$ cat config.mk
export PLATFORM = sky130hd
export DESIGN_NAME = dpsm_port_ctrl
export DESIGN_NICKNAME = d
export VERILOG_FILES = /design/src/dpsm_pkg.sv /design/src/dpsm_sync_if.sv /design/src/dpsm_port_ctrl.sv /design/src/dpsm_sync3.sv
export SDC_FILE = /design/constraint.sdc
export NUM_CORES = 1
export LEC_CHECK = 0
export BUFFER_PORTS_ARGS = -buffer_cell sky130_fd_sc_hd__buf_2
export CORE_ASPECT_RATIO = 0.8
export CORE_MARGIN = 1.5
export CORE_UTILIZATION = 50
export DETAILED_ROUTE_END_ITERATION = 10
export GPL_ROUTABILITY_DRIVEN = 0
export HOLD_SLACK_MARGIN = 0.12
export PLACE_DENSITY = 0.8
export SYNTH_ARGS = -nofsm -noshare
export SYNTH_HDL_FRONTEND = slang
export SYNTH_SLANG_ARGS = --single-unit
$ cat constraint.sdc
create_clock -name clk_sys -period 3.7 [get_ports clk_sys]
set_input_delay 0.37 -clock clk_sys [delete_from_list [all_inputs] [get_ports clk_sys]]
set_output_delay 0.37 -clock clk_sys [all_outputs]
set_load 0.05 [all_outputs]
$ cat src/dpsm_pkg.sv
package dpsm_pkg;

   // Clock and pin timing, times in ns
   localparam int CLK_PERIOD_NS = 25;
   localparam int T_SETUP_NS    = 10;   // Address and select ahead of strobe
   localparam int T_STROBE_NS   = 40;   // Write strobe width
   localparam int T_ACCESS_NS   = 55;   // Output valid after read strobe
   localparam int T_RECOVER_NS  = 15;   // token_read_recovery_gap, selects high

   // Least times round up, never below one cycle
   localparam int SETUP_CYC   = (T_SETUP_NS + CLK_PERIOD_NS - 1) / CLK_PERIOD_NS;
   localparam int STROBE_CYC  = (T_STROBE_NS + CLK_PERIOD_NS - 1) / CLK_PERIOD_NS;
   localparam int ACCESS_CYC  = (T_ACCESS_NS + CLK_PERIOD_NS - 1) / CLK_PERIOD_NS;
   localparam int RECOVER_CYC = (T_RECOVER_NS + CLK_PERIOD_NS - 1) / CLK_PERIOD_NS;

   // Input path latency: three flops, agreement stage, one pin register lag
   localparam int SYNC_LAT_CYC = 5;
   localparam int READ_CYC     = ACCESS_CYC + SYNC_LAT_CYC;

   // Token array and mailbox words
   localparam int          TOKEN_COUNT   = 8;
   localparam int          TOKEN_IDX_W   = 3;
   localparam logic [11:0] MBOX_TO_RIGHT = 12'hFFF;   // Left writes, right reads
   localparam logic [11:0] MBOX_TO_LEFT  = 12'hFFE;   // Right writes, left reads

   // Token values
   localparam logic TOKEN_TAKE = 1'h0;
   localparam logic TOKEN_FREE = 1'h1;

   // Host commands
   typedef enum logic [3:0] {
      OP_MEM_READ    = 4'h0,
      OP_MEM_WRITE   = 4'h1,
      OP_TOKEN_WRITE = 4'h2,
      OP_TOKEN_READ  = 4'h3,
      OP_TOKEN_TAKE  = 4'h4,
      OP_TOKEN_FREE  = 4'h5,
      OP_TOKEN_INIT  = 4'h6,
      OP_MBOX_SEND   = 4'h7,
      OP_MBOX_READ   = 4'h8
   } dpsm_op_t;

   // Pin sequencer states
   typedef enum logic [5:0] {
      ST_IDLE    = 6'h01,
      ST_SETUP   = 6'h02,
      ST_ACT     = 6'h04,
      ST_HOLD    = 6'h08,
      ST_RECOVER = 6'h10,
      ST_DECIDE  = 6'h20
   } dpsm_state_t;

   // Phases of a multi-step token command
   localparam logic [1:0] PH_FIRST  = 2'h0;
   localparam logic [1:0] PH_POLL   = 2'h1;
   localparam logic [1:0] PH_CANCEL = 2'h2;

endpackage

$ cat src/dpsm_sync_if.sv
`timescale 1ns/100ps
interface dpsm_sync_if #(parameter int W = 1);
   logic [W-1:0] raw;
   logic [W-1:0] clean;
   modport sync (input raw, output clean);
   modport user (output raw, input clean);
endinterface

$ cat src/dpsm_port_ctrl.sv
// Contract
// - Take token: write 0, read back 0
// - Token select low needs memory select high
// - Read/write and output enable as memory
// - Write 1 to cancel ownership or request
// - Software frees every token at start
`timescale 1ns/100ps
module dpsm_port_ctrl #(
   parameter int DATA_W       = 9,
   parameter int ADDR_W       = 12,
   parameter int POLL_MAX     = 16,
   parameter bit PORT_IS_LEFT = 1'b1
) (
   input  wire logic              clk_sys,
   input  wire logic              arst_n,
   input  wire logic              cmd_valid,
   output logic                   cmd_ready,
   input  wire dpsm_pkg::dpsm_op_t cmd_op,
   input  wire logic [ADDR_W-1:0] cmd_addr,
   input  wire logic [DATA_W-1:0] cmd_wdata,
   output logic                   rsp_valid,
   output logic [DATA_W-1:0]      rsp_rdata,
   output logic                   rsp_granted,
   output logic                   mbox_pending,
   output logic                   ram_select_n,
   output logic                   token_select_n,
   output logic                   read_write_n,
   output logic                   output_enable_n,
   output logic [ADDR_W-1:0]      port_addr,
   output logic [DATA_W-1:0]      data_out,
   output logic                   data_oe_n,
   input  wire logic [DATA_W-1:0] data_in,
   input  wire logic              port_mailbox_flag_n
);

   localparam logic [ADDR_W-1:0] MBOX_SEND_ADDR = ADDR_W'(PORT_IS_LEFT ? dpsm_pkg::MBOX_TO_RIGHT
                                                                      : dpsm_pkg::MBOX_TO_LEFT);
   localparam logic [ADDR_W-1:0] MBOX_READ_ADDR = ADDR_W'(PORT_IS_LEFT ? dpsm_pkg::MBOX_TO_LEFT
                                                                      : dpsm_pkg::MBOX_TO_RIGHT);
   localparam logic [7:0] POLL_LAST = 8'(POLL_MAX - 1);
   localparam logic [dpsm_pkg::TOKEN_IDX_W-1:0] IDX_LAST = dpsm_pkg::TOKEN_IDX_W'(dpsm_pkg::TOKEN_COUNT - 1);

   dpsm_pkg::dpsm_state_t state_reg;
   dpsm_pkg::dpsm_state_t state_next;
   dpsm_pkg::dpsm_op_t    op_reg;
   logic [7:0]            cnt_reg;
   logic [7:0]            cnt_next;
   logic [1:0]            phase_reg;
   logic [1:0]            phase_next;
   logic [dpsm_pkg::TOKEN_IDX_W-1:0] idx_reg;
   logic [dpsm_pkg::TOKEN_IDX_W-1:0] idx_next;
   logic [7:0]            polls_reg;
   logic [7:0]            polls_next;
   logic                  step_sem_reg;
   logic                  step_sem_next;
   logic                  step_wr_reg;
   logic                  step_wr_next;
   logic [ADDR_W-1:0]     step_addr_reg;
   logic [ADDR_W-1:0]     step_addr_next;
   logic [DATA_W-1:0]     step_wdata_reg;
   logic [DATA_W-1:0]     step_wdata_next;
   logic [DATA_W-1:0]     rdata_reg;
   logic                  launch;
   logic                  finish;
   logic                  granted;
   logic                  pin_active;

   // Pin input conditioning, flag inverted to active high
   dpsm_sync_if #(.W(DATA_W + 1)) pin_if ();
   assign pin_if.raw = {~port_mailbox_flag_n, data_in};

   dpsm_sync3 #(.W(DATA_W + 1)) u_sync (
      .clk_sys (clk_sys),
      .arst_n  (arst_n),
      .sif     (pin_if)
   );

   // Step planner: first step from command, next step after each recovery
   always_comb begin
      launch          = 1'b0;
      finish          = 1'b0;
      granted         = 1'b0;
      phase_next      = phase_reg;
      idx_next        = idx_reg;
      polls_next      = polls_reg;
      step_sem_next   = step_sem_reg;
      step_wr_next    = step_wr_reg;
      step_addr_next  = step_addr_reg;
      step_wdata_next = step_wdata_reg;
      if (state_reg == dpsm_pkg::ST_IDLE && cmd_valid) begin
         launch          = 1'b1;
         phase_next      = dpsm_pkg::PH_FIRST;
         polls_next      = 8'h00;
         idx_next        = cmd_addr[dpsm_pkg::TOKEN_IDX_W-1:0];
         step_sem_next   = 1'b1;
         step_wr_next    = 1'b1;
         // token index only, upper lines zero
         step_addr_next  = ADDR_W'(cmd_addr[dpsm_pkg::TOKEN_IDX_W-1:0]);
         // token value on data bit 0
         step_wdata_next = DATA_W'(cmd_wdata[0]);
         unique case (cmd_op)
            dpsm_pkg::OP_MEM_READ: begin
               step_sem_next  = 1'b0;
               step_wr_next   = 1'b0;
               step_addr_next = cmd_addr;
            end
            dpsm_pkg::OP_MEM_WRITE: begin
               step_sem_next   = 1'b0;
               step_addr_next  = cmd_addr;
               step_wdata_next = cmd_wdata;
            end
            dpsm_pkg::OP_TOKEN_WRITE: begin
            end
            dpsm_pkg::OP_TOKEN_READ: begin
               step_wr_next = 1'b0;
            end
            dpsm_pkg::OP_TOKEN_TAKE: begin
               step_wdata_next = DATA_W'(dpsm_pkg::TOKEN_TAKE);
            end
            dpsm_pkg::OP_TOKEN_FREE: begin
               step_wdata_next = DATA_W'(dpsm_pkg::TOKEN_FREE);
            end
            // free all tokens from index 0
            dpsm_pkg::OP_TOKEN_INIT: begin
               idx_next        = '0;
               step_addr_next  = '0;
               step_wdata_next = DATA_W'(dpsm_pkg::TOKEN_FREE);
            end
            // mailbox word of the far port
            dpsm_pkg::OP_MBOX_SEND: begin
               step_sem_next   = 1'b0;
               step_addr_next  = MBOX_SEND_ADDR;
               step_wdata_next = cmd_wdata;
            end
            // own mailbox read clears own flag
            dpsm_pkg::OP_MBOX_READ: begin
               step_sem_next  = 1'b0;
               step_wr_next   = 1'b0;
               step_addr_next = MBOX_READ_ADDR;
            end
            default: begin
               launch = 1'b0;
               finish = 1'b1;
            end
         endcase
      end else if (state_reg == dpsm_pkg::ST_DECIDE) begin
         finish = 1'b1;
         if (op_reg == dpsm_pkg::OP_TOKEN_TAKE) begin
            if (phase_reg == dpsm_pkg::PH_FIRST) begin
               finish       = 1'b0;
               launch       = 1'b1;
               phase_next   = dpsm_pkg::PH_POLL;
               step_wr_next = 1'b0;
            end else if (phase_reg == dpsm_pkg::PH_POLL) begin
               // 0 means this port owns it
               if (rdata_reg[0] == dpsm_pkg::TOKEN_TAKE) begin
                  granted = 1'b1;
               end else if (polls_reg == POLL_LAST) begin
                  // give up, cancel the pending request
                  finish          = 1'b0;
                  launch          = 1'b1;
                  phase_next      = dpsm_pkg::PH_CANCEL;
                  step_wr_next    = 1'b1;
                  step_wdata_next = DATA_W'(dpsm_pkg::TOKEN_FREE);
               end else begin
                  finish     = 1'b0;
                  launch     = 1'b1;
                  polls_next = polls_reg + 8'h01;
               end
            end
         end else if (op_reg == dpsm_pkg::OP_TOKEN_INIT && idx_reg != IDX_LAST) begin
            finish         = 1'b0;
            launch         = 1'b1;
            idx_next       = idx_reg + 1'b1;
            step_addr_next = ADDR_W'(idx_reg + 1'b1);
         end
      end
   end

   // Sequencer next state and per-state cycle counter
   always_comb begin
      state_next = state_reg;
      cnt_next   = cnt_reg;
      unique case (state_reg)
         dpsm_pkg::ST_IDLE, dpsm_pkg::ST_DECIDE: begin
            if (launch) begin
               state_next = dpsm_pkg::ST_SETUP;
               cnt_next   = 8'(dpsm_pkg::SETUP_CYC - 1);
            end else begin
               state_next = dpsm_pkg::ST_IDLE;
            end
         end
         dpsm_pkg::ST_SETUP: begin
            if (cnt_reg == 8'h00) begin
               state_next = dpsm_pkg::ST_ACT;
               cnt_next   = step_wr_reg ? 8'(dpsm_pkg::STROBE_CYC - 1) : 8'(dpsm_pkg::READ_CYC - 1);
            end else begin
               cnt_next = cnt_reg - 8'h01;
            end
         end
         dpsm_pkg::ST_ACT: begin
            if (cnt_reg == 8'h00) begin
               state_next = dpsm_pkg::ST_HOLD;
            end else begin
               cnt_next = cnt_reg - 8'h01;
            end
         end
         dpsm_pkg::ST_HOLD: begin
            state_next = dpsm_pkg::ST_RECOVER;
            cnt_next   = 8'(dpsm_pkg::RECOVER_CYC - 1);
         end
         dpsm_pkg::ST_RECOVER: begin
            if (cnt_reg == 8'h00) begin
               state_next = dpsm_pkg::ST_DECIDE;
            end else begin
               cnt_next = cnt_reg - 8'h01;
            end
         end
      endcase
   end

   // State, counter and step registers
   always_ff @(posedge clk_sys or negedge arst_n) begin
      if (!arst_n) begin
         state_reg      <= dpsm_pkg::ST_IDLE;
         cnt_reg        <= 8'h00;
         op_reg         <= dpsm_pkg::OP_MEM_READ;
         phase_reg      <= dpsm_pkg::PH_FIRST;
         idx_reg        <= '0;
         polls_reg      <= 8'h00;
         step_sem_reg   <= 1'b0;
         step_wr_reg    <= 1'b0;
         step_addr_reg  <= '0;
         step_wdata_reg <= '0;
      end else begin
         state_reg      <= state_next;
         cnt_reg        <= cnt_next;
         phase_reg      <= phase_next;
         idx_reg        <= idx_next;
         polls_reg      <= polls_next;
         step_sem_reg   <= step_sem_next;
         step_wr_reg    <= step_wr_next;
         step_addr_reg  <= step_addr_next;
         step_wdata_reg <= step_wdata_next;
         if (state_reg == dpsm_pkg::ST_IDLE && cmd_valid) begin
            op_reg <= cmd_op;
         end
      end
   end

   // Read capture at the end of the strobe
   always_ff @(posedge clk_sys or negedge arst_n) begin
      if (!arst_n) begin
         rdata_reg <= '0;
      end else if (state_reg == dpsm_pkg::ST_ACT && cnt_reg == 8'h00 && !step_wr_reg) begin
         rdata_reg <= pin_if.clean[DATA_W-1:0];
      end
   end

   // Answer and mailbox status
   always_ff @(posedge clk_sys or negedge arst_n) begin
      if (!arst_n) begin
         rsp_valid    <= 1'b0;
         rsp_rdata    <= '0;
         rsp_granted  <= 1'b0;
         mbox_pending <= 1'b0;
      end else begin
         rsp_valid    <= finish;
         mbox_pending <= pin_if.clean[DATA_W];
         if (finish) begin
            rsp_rdata   <= rdata_reg;
            rsp_granted <= granted;
         end
      end
   end

   assign pin_active = (state_reg == dpsm_pkg::ST_SETUP) || (state_reg == dpsm_pkg::ST_ACT)
                       || (state_reg == dpsm_pkg::ST_HOLD);

   // Registered pin drive, one cycle behind the sequencer
   always_ff @(posedge clk_sys or negedge arst_n) begin
      if (!arst_n) begin
         ram_select_n    <= 1'b1;
         token_select_n  <= 1'b1;
         read_write_n    <= 1'b1;
         output_enable_n <= 1'b1;
         port_addr       <= '0;
         data_out        <= '0;
         data_oe_n       <= 1'b1;
      end else begin
         // never both selects low; both high when idle
         ram_select_n    <= !(pin_active && !step_sem_reg);
         token_select_n  <= !(pin_active && step_sem_reg);
         read_write_n    <= !(state_reg == dpsm_pkg::ST_ACT && step_wr_reg);
         // read with output enable low; high otherwise
         output_enable_n <= !(state_reg == dpsm_pkg::ST_ACT && !step_wr_reg);
         port_addr       <= step_addr_reg;
         data_out        <= step_wdata_reg;
         data_oe_n       <= !(step_wr_reg && ((state_reg == dpsm_pkg::ST_ACT)
                                              || (state_reg == dpsm_pkg::ST_HOLD)));
      end
   end

   assign cmd_ready = (state_reg == dpsm_pkg::ST_IDLE);

endmodule

$ cat src/dpsm_sync3.sv
`timescale 1ns/100ps
module dpsm_sync3 #(
   parameter int W = 1
) (
   input wire logic  clk_sys,
   input wire logic  arst_n,
   dpsm_sync_if.sync sif
);

   logic [W-1:0] s1_reg;
   logic [W-1:0] s2_reg;
   logic [W-1:0] s3_reg;
   logic [W-1:0] clean_reg;

   // Three-flop chain; first stage feeds only the second
   always_ff @(posedge clk_sys or negedge arst_n) begin
      if (!arst_n) begin
         s1_reg <= '0;
         s2_reg <= '0;
         s3_reg <= '0;
      end else begin
         s1_reg <= sif.raw;
         s2_reg <= s1_reg;
         s3_reg <= s2_reg;
      end
   end

   // Bit changes only once stages two and three agree
   always_ff @(posedge clk_sys or negedge arst_n) begin
      if (!arst_n) begin
         clean_reg <= '0;
      end else begin
         for (int i = 0; i < W; i++) begin
            if (s2_reg[i] == s3_reg[i]) begin
               clean_reg[i] <= s3_reg[i];
            end
         end
      end
   end

   assign sif.clean = clean_reg;

endmodule

-- Yosys cells after proc, flatten, opt, wreduce, memory -nomap -nowiden
Cells that the tools add are included.
- register bits: 141
- output and inout port bits: 39
- add/subtract/negate cells: 4
- equality and inequality tests: 37
- mux-type cells: 72
- bitwise gates (word level): 1
- reduce and logical (&&, ||, !) cells: 45
- operators by type and width (cell ; number):
    8-bit two-way mux ; 10
    9-bit two-way mux ; 7
    12-bit two-way mux ; 4
    12-bit case mux with 4 select lines ; 1
    8-bit case mux with 4 select lines ; 1
    1-bit two-way mux ; 30
    6-bit case mux with 5 select lines ; 1
    9-bit case mux with 3 select lines ; 1
    4-bit by 3-bit == test with 1-bit output (second input constant) ; 6
    3-bit two-way mux ; 6
    6-bit two-way mux ; 3
    2-bit two-way mux ; 8
    6-bit AND reduction ; 2
    2-bit nonzero test ; 6
    1-bit == test ; 10
    2-bit OR reduction ; 5
    1-bit logical AND ; 9
    3-bit nonzero test ; 3
    9-bit OR reduction ; 1
    8-bit by 1-bit adder with 8-bit output (second input constant) ; 1
    4-bit by 2-bit == test with 1-bit output (second input constant) ; 2
    8-bit by 4-bit == test with 1-bit output (second input constant) ; 1
    8-bit logical NOT ; 1
    2-bit by 1-bit inequality test with 1-bit output (second input constant) ; 4
    24 further kinds ; 36

-- Depth between registers and ports, before layout
Gate-level depths: netlist (run 1).
- depth in word-level cells: 8
- gate-level depth with buffers: 8

-- By module
Synthesis (run 1) repeated with hierarchy kept, for this count alone.
- cell total of the unflattened synthesis: 431
- area total of the unflattened synthesis: 5536.6 µm²
- modules (own cells, without submodules) (module ; times used ; cells an instance ; area an instance (µm²) ; seq. area each (µm²)):
    dpsm_port_ctrl ; 1 ; 381 ; 4423.0 ; 2534.9
    dpsm_sync3 ; 1 ; 50 ; 1113.6 ; 1001.0

-- Worst setup path before layout (run 1)
No wires, ideal clock.
- path kind: register -> register
- from: register state_reg[2]
- to: register cnt_reg[4]
- arrival time: 2.335 ns
- required time: 3.574 ns
- slack: 1.239 ns
- stages on the path, launching flop included: 8
- buffers on the path: 2
- cells stage by stage: dfrtp_1 -> buf_6 -> or4b_4 -> or3_1 -> buf_6 -> o221a_4 -> or2_4 -> a221o_1
- word-level cells in the longest chain between the ends: 5
- ends and longest elaborated chain (what ; line ; source):
    from (decl) ; dpsm_port_ctrl.sv:43 ; dpsm_pkg::dpsm_state_t state_reg;
    from (signal assigned) ; dpsm_port_ctrl.sv:225 ; state_reg <= dpsm_pkg::ST_IDLE;
    from (signal assigned) ; dpsm_port_ctrl.sv:236 ; state_reg <= state_next;
    6-bit == test or 6-bit by 1-bit == test with 1-bit output (tied branches) ; dpsm_port_ctrl.sv:146, dpsm_port_ctrl.sv:184, dpsm_port_ctrl.sv:90 ;
    1-bit two-way mux or 1-bit logical AND (tied branches) ; dpsm_port_ctrl.sv:146, dpsm_port_ctrl.sv:90 ;
    1-bit two-way mux ; dpsm_port_ctrl.sv:90 ; if (state_reg == dpsm_pkg::ST_IDLE && cmd_valid) begin
    2-bit inequality test (no source line) ; -- ;
    2-bit AND reduction (no source line) ; -- ;
    to (signal assigned) ; dpsm_port_ctrl.sv:237 ; cnt_reg <= cnt_next;
    to (decl) ; dpsm_port_ctrl.sv:46 ; logic [7:0] cnt_reg;
Parallel ways exist; a longest one is shown, timed or not.
A chain may end at the register's enable or synchronous reset.

-- Worst setup path in the final report (run 1)
- from: register state_reg[2]
- to: register step_addr_reg[1]
- word-level cells in the longest chain between the ends: 4
- ends and longest elaborated chain (what ; line ; source):
    6-bit by 1-bit == test with 1-bit output ; dpsm_port_ctrl.sv:90 ;
    1-bit logical AND ; dpsm_port_ctrl.sv:90 ;
    2-bit by 1-bit inequality test with 1-bit output (no source line) or 2-bit nonzero test (tied branches) ; -- ;
    3-bit AND reduction (no source line) ; -- ;
    to (signal assigned) ; dpsm_port_ctrl.sv:243 ; step_addr_reg <= step_addr_next;
    to (decl) ; dpsm_port_ctrl.sv:58 ; logic [ADDR_W-1:0] step_addr_reg;
Parallel ways exist; a longest one is shown, timed or not.

==> flow_metrics.tcl, run 1 <==
set metrics [dict create \
    hold_viol 0 \
    path_cells "or4b_4 > nor4_1 > nor2_1 > a221oi_1 > o22ai_1" \
    core_area_sq_mm 0.0104 \
    grt_pass1_wl_mm 17.7 \
    antenna_cells 0 \
    post-route-period-util_pct 75.0 \
    cts_hold_buf 10 \
    end_kind "flop" \
    crit_required_ns 3.97 \
    antenna_left 0 \
    syn_area_per_cell_sq_um 13.0 \
    vias 3655 \
    switchingPower_uw 722 \
    pwr-share-clk_pct 48.4 \
    async_flop_share_pct 100 \
    p_int_uw 2520 \
    core.rowCount 33 \
    startpoint "state_reg[2]" \
    grt_usage_pct 20.4 \
    ctsResizeCount 0 \
    htree_levels 4 \
    grt-ovfl-total 0 \
    sw_frac_of_total_pct 22.2 \
    synth_top_cell_by_area "dfrtp_1" \
    final_nets 553 \
    cp_max_fo 10 \
    ys_ff_latch 141 \
    cp.arrival_ns 3.04 \
    drt_iter0_markers 236 \
    dieArea_sq_mm 0.0114 \
    finalClockSkew_ns 0.00962 \
    insertion_delay_ns 0.41 \
    crit_family "simple AND/OR/NAND/NOR gates" \
    start_util_pct 52.1 \
    yosysUniqueCellTypes 59 \
    cts_tree "yes" \
    p_leak_uw 0.00307 \
    cts_sinks 141 \
    synth_area_leaders "dfrtp_1, mux2_2, dfstp_2" \
    drtPass1Iterations 4 \
    r2r_start "state_reg[2]" \
    startpoint_type "flop" \
    multiInputGateArea_sq_mm 0.00176 \
    antenna_found_initial 0 \
    postCtsSetupRepairBufs 0 \
    status "finished clean" \
    drv_cap 0 \
    ff_latch_area_sq_mm 0.00354 \
    yosysMostFrequentCell "dfrtp_1" \
    cts.path.max_buffers 2 \
    via_per_inst 5.52 \
    worst_slew_pin_slew_ns 0.939 \
    ys_warn_count 0 \
    route.detailed.drc 0 \
    grt_max_degree 113 \
    die_y_um 95.9 \
    slowest_delay_ns 0.64 \
    finalPower_uw 3240 \
    hold_class "input port to async pin" \
    p_per_area_mw_per_mm2 494 \
    cts_buffers 17 \
    syn_area_sq_mm 0.00540 \
    pwr-share-comb_pct 2.7 \
    fill_cells 762 \
    path_buf_inv 0 \
    grt_pass1_vias 3626 \
    area_delta_synth_final_pct 21.8 \
    worst_slew_margin_rel_pct 37.4 \
    criticalPathCategory "flop to flop" \
    final_util_pct 63.4 \
    synth_top_area_share_pct 62.6 \
    slew_viol_final 0 \
    clkTransAtPathRegs_ns 0.06 \
    tns_ns 0 \
    whs_ns 0.0753 \
    drive_above_1_share_pct 28.4 \
    pin_count 77 \
    hpwl_mm 6.82 \
    period_needed_ns 2.77 \
    port_buffers 76 \
    synth-edff-count 0 \
    fmaxAchievable_mhz 361 \
    irDropWorstVdd_v 0.000368 \
    wl_per_cell_um 16.3 \
    die_x_um 119 \
    finalSetupViolCount 0 \
    routed_wl_mm 10.8 \
    cp_slowest_cell "nor4_1" \
    synth_commonest_cells "dfrtp_1, nor2_1, nand2_1" \
    power.share.sequential_pct 48.8 \
    syn_nets 459 \
    syn_inst 416 \
    synthFlopType "dfrtp_1" \
    grt_setup_unrepaired "no" \
    yosysSeqAreaShare_pct 65.5 \
    cts_root_buf "clkbuf_16" \
]
power by group through the flow:
stage | combinational [uW] | sequential (uW) | clock, uW
finish | 88.5 | 1580 | 1570
global route | 101 | 1590 | 1670
CTS | 91.0 | 1590 | 1590
detailed placement | 82.8 | 1610 | 0
global placement | 80.8 | 1610 | 0
floorplan | 23.4 | 1610 | 0
layer usage:
layer  part of all wire (%)  up-vias  track usage (%)
li1                       -     1699                -
met1                     43     1814             25.7
met2                     49      119             33.0
met3                    5.9       23             6.69
met4                    2.2        0             8.63
met5                      0        -                0
path summary, 6_finish.rpt:
| kind | slack [ns] | cells after the start | endpoint |
|---|---|---|---|
| min in group clk_sys | 0.18 | 2 | step_wdata_reg[5] |
| worst min register to register | 0.35 | 0 | u_sync.s2_reg[7] |
| worst max register to register | 0.93 | 5 | step_addr_reg[1] |
| worst min-delay path | 0.08 | 1 | data_out[5] |
| worst max-delay path | 0.93 | 5 | step_addr_reg[1] |
| max in group asynchronous | 2.61 | 2 | ram_select_n |
placed cells by master, fill, tap and decap left out, drive strengths merged, types with 6 or more instances in the layout:
| cell type | Yosys | routed |
|---|---|---|
| dfrtp | 135 | 135 |
| buf | 3 | 81 |
| nor2 | 35 | 35 |
| nand2 | 30 | 30 |
| clkbuf | 13 | 21 |
| mux2 | 19 | 19 |
| o21ai | 13 | 13 |
| nor3 | 11 | 11 |
| xor2 | 10 | 10 |
| maj3 | 10 | 10 |
| dlygate4sd3 | 0 | 10 |
| nor4 | 10 | 10 |
| a221o | 9 | 9 |
| nand2b | 8 | 8 |
| a22o | 8 | 8 |
| inv | 5 | 7 |
| a21oi | 6 | 6 |
| dfstp | 6 | 6 |
| clkinv | 0 | 6 |
cells by family after synthesis:
family          synth area share, %
flops                          65.5
simple gates                   12.8
compound gates                 10.8
buf+inv                        1.81
mux                            4.15
fa+ha+maj                      3.01
xor+xnor                       1.95
stage by stage:
stage | worst slack (ns) | instances | area [sq um]
2_1_floorplan | 1.24 | 416 | 5400
3_3_place_gp | 1.16 | 621 | 5920
3_5_place_dp | 0.995 | 621 | 5920
4_1_cts | 0.982 | 662 | 6570
5_1_grt | 0.725 | 662 | 6570
6_report | 0.926 | 662 | 6570
cell type report:
cell class / count / share of cell area, %
Timing Repair Buffer: 91 / 7.98
Clock inverter: 10 / 1.28
Multi-Input combinational cell: 254 / 26.8
Clock buffer: 21 / 7.16
Tap cell: 140 / 2.67
Inverter: 5 / 0.286
Sequential cell: 141 / 53.8
Note: power is estimated with default switching activity, not from simulation.
==> run 2, diff against run 1 <==
- PLACE_DENSITY: 0.8 -> 0.83
- clock period: 3.7 -> 2.4 ns (I/O delays scaled with it)
==> run 2 against run 1 <==
Compared with the run above: fmax is 21% higher; non-clock buffer count is 37 higher; global-route usage is 2.6 points higher; largest cell class unchanged.
==> flow_metrics.tcl, run 2 (same netlist as run 1, synthesis figures left out) <==
set metrics [dict create \
    layout_common_cells "dfrtp_1, buf_2, nor2_1" \
    start_util_pct 52.1 \
    wl_per_cell_um 17.6 \
    hold_viol 0 \
    cts_root_buf "clkbuf_16" \
    irDropWorstVdd_v 0.000548 \
    final_nets 590 \
    finalSetupViolCount 0 \
    cp_max_fo 5 \
    r2r_cells 5 \
    period_needed_ns 2.29 \
    p_int_uw 3880 \
    worst_slew_margin_rel_pct 50.2 \
    core.rowCount 33 \
    htree_levels 4 \
    die_x_um 119 \
    antenna_found_initial 0 \
    fmaxAchievable_mhz 436 \
    grt_pass1_vias 4015 \
    via_per_inst 5.67 \
    r2r_setup_slack_ns 0.11 \
    vias 3967 \
    cp.arrival_ns 2.58 \
    tns_ns 0 \
    pwr-share-comb_pct 3.4 \
    path_buf_inv 0 \
    clkTransAtPathRegs_ns 0.06 \
    die_y_um 95.9 \
    antenna_cells 0 \
    cts.path.max_buffers 2 \
    insertion_delay_ns 0.42 \
    criticalPathCategory "flop to flop" \
    dieArea_sq_mm 0.0114 \
    finalClockSkew_ns 0.0119 \
    grt_max_degree 64 \
    startpoint "state_reg[4]" \
    routed_wl_mm 12.3 \
    drive_above_1_share_pct 29.8 \
    grt_usage_pct 23.1 \
    slew_viol_final 0 \
    p_per_area_mw_per_mm2 726 \
    fin_ws_ns 0.108 \
    crit_required_ns 2.69 \
    cts_sinks 141 \
    r2r-end "cnt_reg[4]" \
    area_delta_synth_final_pct 28.4 \
    hpwl_mm 7.86 \
    sw_frac_of_total_pct 22.9 \
    cts_tree "yes" \
    pin_count 77 \
    layout_commonest_cell "dfrtp_1" \
    post-route-period-util_pct 95.5 \
    worst_slew_pin_slew_ns 0.744 \
    startpoint_type "flop" \
    grt-ovfl-total 0 \
    path_cells "or4b_4 > or3_1 > o221a_4 > or2_4 > a221o_1" \
    status "finished clean" \
    drv_cap 0 \
    post-place-ws_ns 0.124 \
    cp_slowest_cell "or4b_4" \
    antenna_left 0 \
    holdPathStages 3 \
    power.share.sequential_pct 48.6 \
    slowest_delay_ns 0.57 \
    grt_setup_unrepaired "no" \
    final_util_pct 66.9 \
    switchingPower_uw 1150 \
    port_buffers 76 \
    grt_pass1_wl_mm 20.0 \
    r2r_start "state_reg[4]" \
    cts_buffers 17 \
    end_kind "flop" \
    drtPass1Iterations 5 \
    drt_iter0_markers 245 \
    route.detailed.drc 0 \
    hold_class "input port to flop" \
    crit_family "simple AND/OR/NAND/NOR gates" \
    core_area_sq_mm 0.0104 \
    pwr-share-clk_pct 48.0 \
    hold_end "op_reg[3]" \
    min_from "cmd_op[3]" \
    p_leak_uw 0.00324 \
]
## run 2: changes by cell type in the layout (fill, tap and decap cells not counted), sizes merged
| cell | previous run | this run |
|---|---|---|
| dlygate4sd3 | 10 | 30 |
| buf | 81 | 98 |
| inv | 7 | 10 |
| clkbuf | 21 | 20 |
| clkinv | 6 | 5 |
## run 2: routing by layer
metal / share of wire [%] / GRT usage, % / wire length, um / up-vias
met5: 0 / 0 / 0 / -
met4: 2.0 / 8.23 / 250 / 0
met3: 5.1 / 6.40 / 634 / 24
met2: 51 / 39.7 / 6260 / 155
met1: 42 / 28.4 / 5170 / 2022
li1: - / - / - / 1766
## run 2: worst register-to-register path: cells and delay by family (launching register included)
family | cells | cell delay, ns
DFF | 1 | 0.38
AOI/OAI and AO/OA | 2 | 0.60
and+or+nand+nor | 3 | 1.20
## run 2: final cells by class
type                    count  area [sq um]
clock buffers              20           447
clock inverters            12           106
fillers                   670          3430
inverters                   5          18.8
multi-input cells         254          1770
flip-flops and latches    141          3540
well taps                 140           175
repair buffers            128           877
## run 2: how the worst max path moves through the flow
stage	to	slack, ns	cells after the start
2_1_floorplan	cnt_reg[4]	0.02	7
6_report	cnt_reg[4]	0.11	5
5_1_grt	step_wr_reg	0.01	6
3_3_place_gp	step_addr_reg[11]	0.18	6
3_5_place_dp	cnt_reg[4]	0.12	5
4_1_cts	cnt_reg[4]	0.12	5
## run 2: power by group through the flow
| stage | sequential, uW | clock (uW) | combinational (uW) |
|---|---|---|---|
| 2_1_floorplan | 2490 | 0 | 36.1 |
| 3_3_place_gp | 2480 | 0 | 128 |
| 3_5_place_dp | 2490 | 0 | 134 |
| 4_1_cts | 2450 | 2440 | 172 |
| 5_1_grt | 2450 | 2560 | 191 |
| 6_report | 2450 | 2410 | 172 |
## run 2: metrics by stage
step	hold slack, ns	instances	total power [uW]	instance area [sq um]
detailed placement	0.212	637	2620	6060
finish	0.156	700	5030	6930
global placement	0.207	637	2610	6060
CTS	0.140	699	5060	6920
global route	0.163	700	5200	6930
floorplan	-0.0556	416	2520	5400
## run 2: repair_timing
| item | CTS | global route |
|---|---|---|
| hold buffers | 30 | 0 |
| hold endpoints to repair | 79 | 0 |
| endpoints found under the setup margin | 0 | 19 |
| setup buffers | 0 | 1 |
| resized for setup | 0 | 2 |
==> run 3, diff against run 2 <==
- CELL_PAD_IN_SITES_DETAIL_PLACEMENT: unset -> 0
- CELL_PAD_IN_SITES_GLOBAL_PLACEMENT: unset -> 2
- CORE_UTILIZATION: 50 -> 35
- PLACE_DENSITY: 0.83 -> 0.84
==> run 3 against run 2 <==
Compared with the run above: fmax increased by 0.85%; sequential power about the same; sequential cell count stayed put; largest cell class unchanged; combinational power about the same; critical path depth stayed put.
==> flow_metrics.tcl, run 3 (same netlist as run 1, synthesis figures left out) <==
set metrics [dict create \
    status "finished clean" \
    drt_iter0_markers 221 \
    htree_levels 4 \
    insertion_delay_ns 0.41 \
    hold_class "input port to flop" \
    cts_buffers 17 \
    antenna_cells 0 \
    area_delta_synth_final_pct 30.9 \
    grt_pass1_vias 3856 \
    cp_max_fo 5 \
    pin_count 77 \
    worst_slew_pin_slew_ns 0.816 \
    antenna_found_initial 0 \
    finalSetupViolCount 0 \
    layout_commonest_cell "dfrtp_1" \
    finalClockSkew_ns 0.0106 \
    dieArea_sq_mm 0.0162 \
    antenna_left 0 \
    drive_above_1_share_pct 29.7 \
    finalPower_uw 5240 \
    hold_viol 0 \
    p_per_area_mw_per_mm2 741 \
    cts_root_buf "clkbuf_16" \
    irDropWorstVdd_v 0.000470 \
    grt_max_degree 63 \
    crit_required_ns 2.69 \
    p_leak_uw 0.00326 \
    core_area_sq_mm 0.0151 \
    hpwl_mm 7.52 \
    die_x_um 142 \
    die_y_um 114 \
    fmaxAchievable_mhz 440 \
    end_kind "flop" \
    cts_sinks 141 \
    final_nets 589 \
    criticalPathCategory "flop to flop" \
    start_util_pct 35.8 \
    routed_wl_mm 11.3 \
    startpoint_type "flop" \
    cts.path.max_buffers 2 \
    port_buffers 76 \
    vias 3723 \
    grt_setup_unrepaired "no" \
    whs_ns 0.141 \
    grt_pass1_wl_mm 19.1 \
    cts_tree "yes" \
    cp.arrival_ns 2.57 \
    wl_per_cell_um 14.8 \
    drtPass1Iterations 4 \
    fill_cells 1336 \
    via_per_inst 4.85 \
    post-route-period-util_pct 94.7 \
    slew_viol_final 0 \
    grt_usage_pct 15.2 \
    r2r_cells 5 \
    clkTransAtPathRegs_ns 0.06 \
    route.detailed.drc 0 \
    drv_cap 0 \
    core.rowCount 40 \
    worst_slew_margin_rel_pct 45.4 \
    tns_ns 0 \
    holdPathStages 3 \
    grt-ovfl-total 0 \
    period_needed_ns 2.27 \
    layout_common_cells "dfrtp_1, buf_2, nor2_1" \
]
## run 3: power breakdown
part	leakage, uW	switching, uW	internal [uW]	total (uW)
Sequential	0.00174	19.6	2420	2440
Combinational	0.00123	91.0	78.7	170
Clock	0.000287	1050	1580	2620
Total	0.00326	1160	4080	5240
## run 3: cell type report
cell class	instances	area, sq um	share of cell area (%)
inverter	5	18.8	0.266
multi-input combinational	254	1770	25.0
tap	210	263	3.72
clock inverter	13	155	2.20
timing repair buffer	127	882	12.5
sequential	141	3540	50.1
clock buffer	18	439	6.22
## run 3: metrics by stage
| step | std cells | cell area [sq um] | worst slack (ns) | util (%) |
|---|---|---|---|---|
| 2_1_floorplan | 416 | 5400 | 0.0177 | - |
| 6_report | 768 | 7060 | 0.128 | 46.9 |
| 5_1_grt | 768 | 7060 | 0.0164 | 46.9 |
| 3_5_place_dp | 707 | 6160 | 0.137 | 40.9 |
| 3_3_place_gp | 707 | 6160 | 0.174 | 40.9 |
| 4_1_cts | 768 | 7060 | 0.135 | 46.8 |
## run 3: worst paths after layout
path / slack, ns / from / endpoint
min in group asynchronous: 0.36 / arst_n / port_addr[11]
setup reg to reg: 0.13 / state_reg[4] / cnt_reg[4]
hold / removal: 0.14 / cmd_op[0] / op_reg[0]
max in group asynchronous: 1.25 / arst_n / token_select_n
setup / recovery: 0.13 / state_reg[4] / cnt_reg[4]
hold reg to reg: 0.35 / u_sync.s1_reg[7] / u_sync.s2_reg[7]
## run 3: repair_timing
action / CTS / global route
resized for setup: 0 / 1
buffers inserted: 0 / 0
endpoints found under the setup margin: 0 / 1
hold buffers: 30 / 0
hold endpoints to repair: 89 / 0
## run 3: per-layer routing
layer / global-route usage, % / vias to the layer above / routed length, um
met5: 0 / - / 0
met4: 5.77 / 0 / 139
met3: 4.68 / 14 / 638
met2: 22.6 / 102 / 4970
met1: 20.9 / 1835 / 5580
li1: - / 1772 / -
## run 3: critical path: stages (launching register included)
cell and delay [ns]:
dfrtp_1 0.38, or4b_4 0.58, or3_1 0.36, o221a_4 0.25, or2_4 0.25, a221o_1 0.35
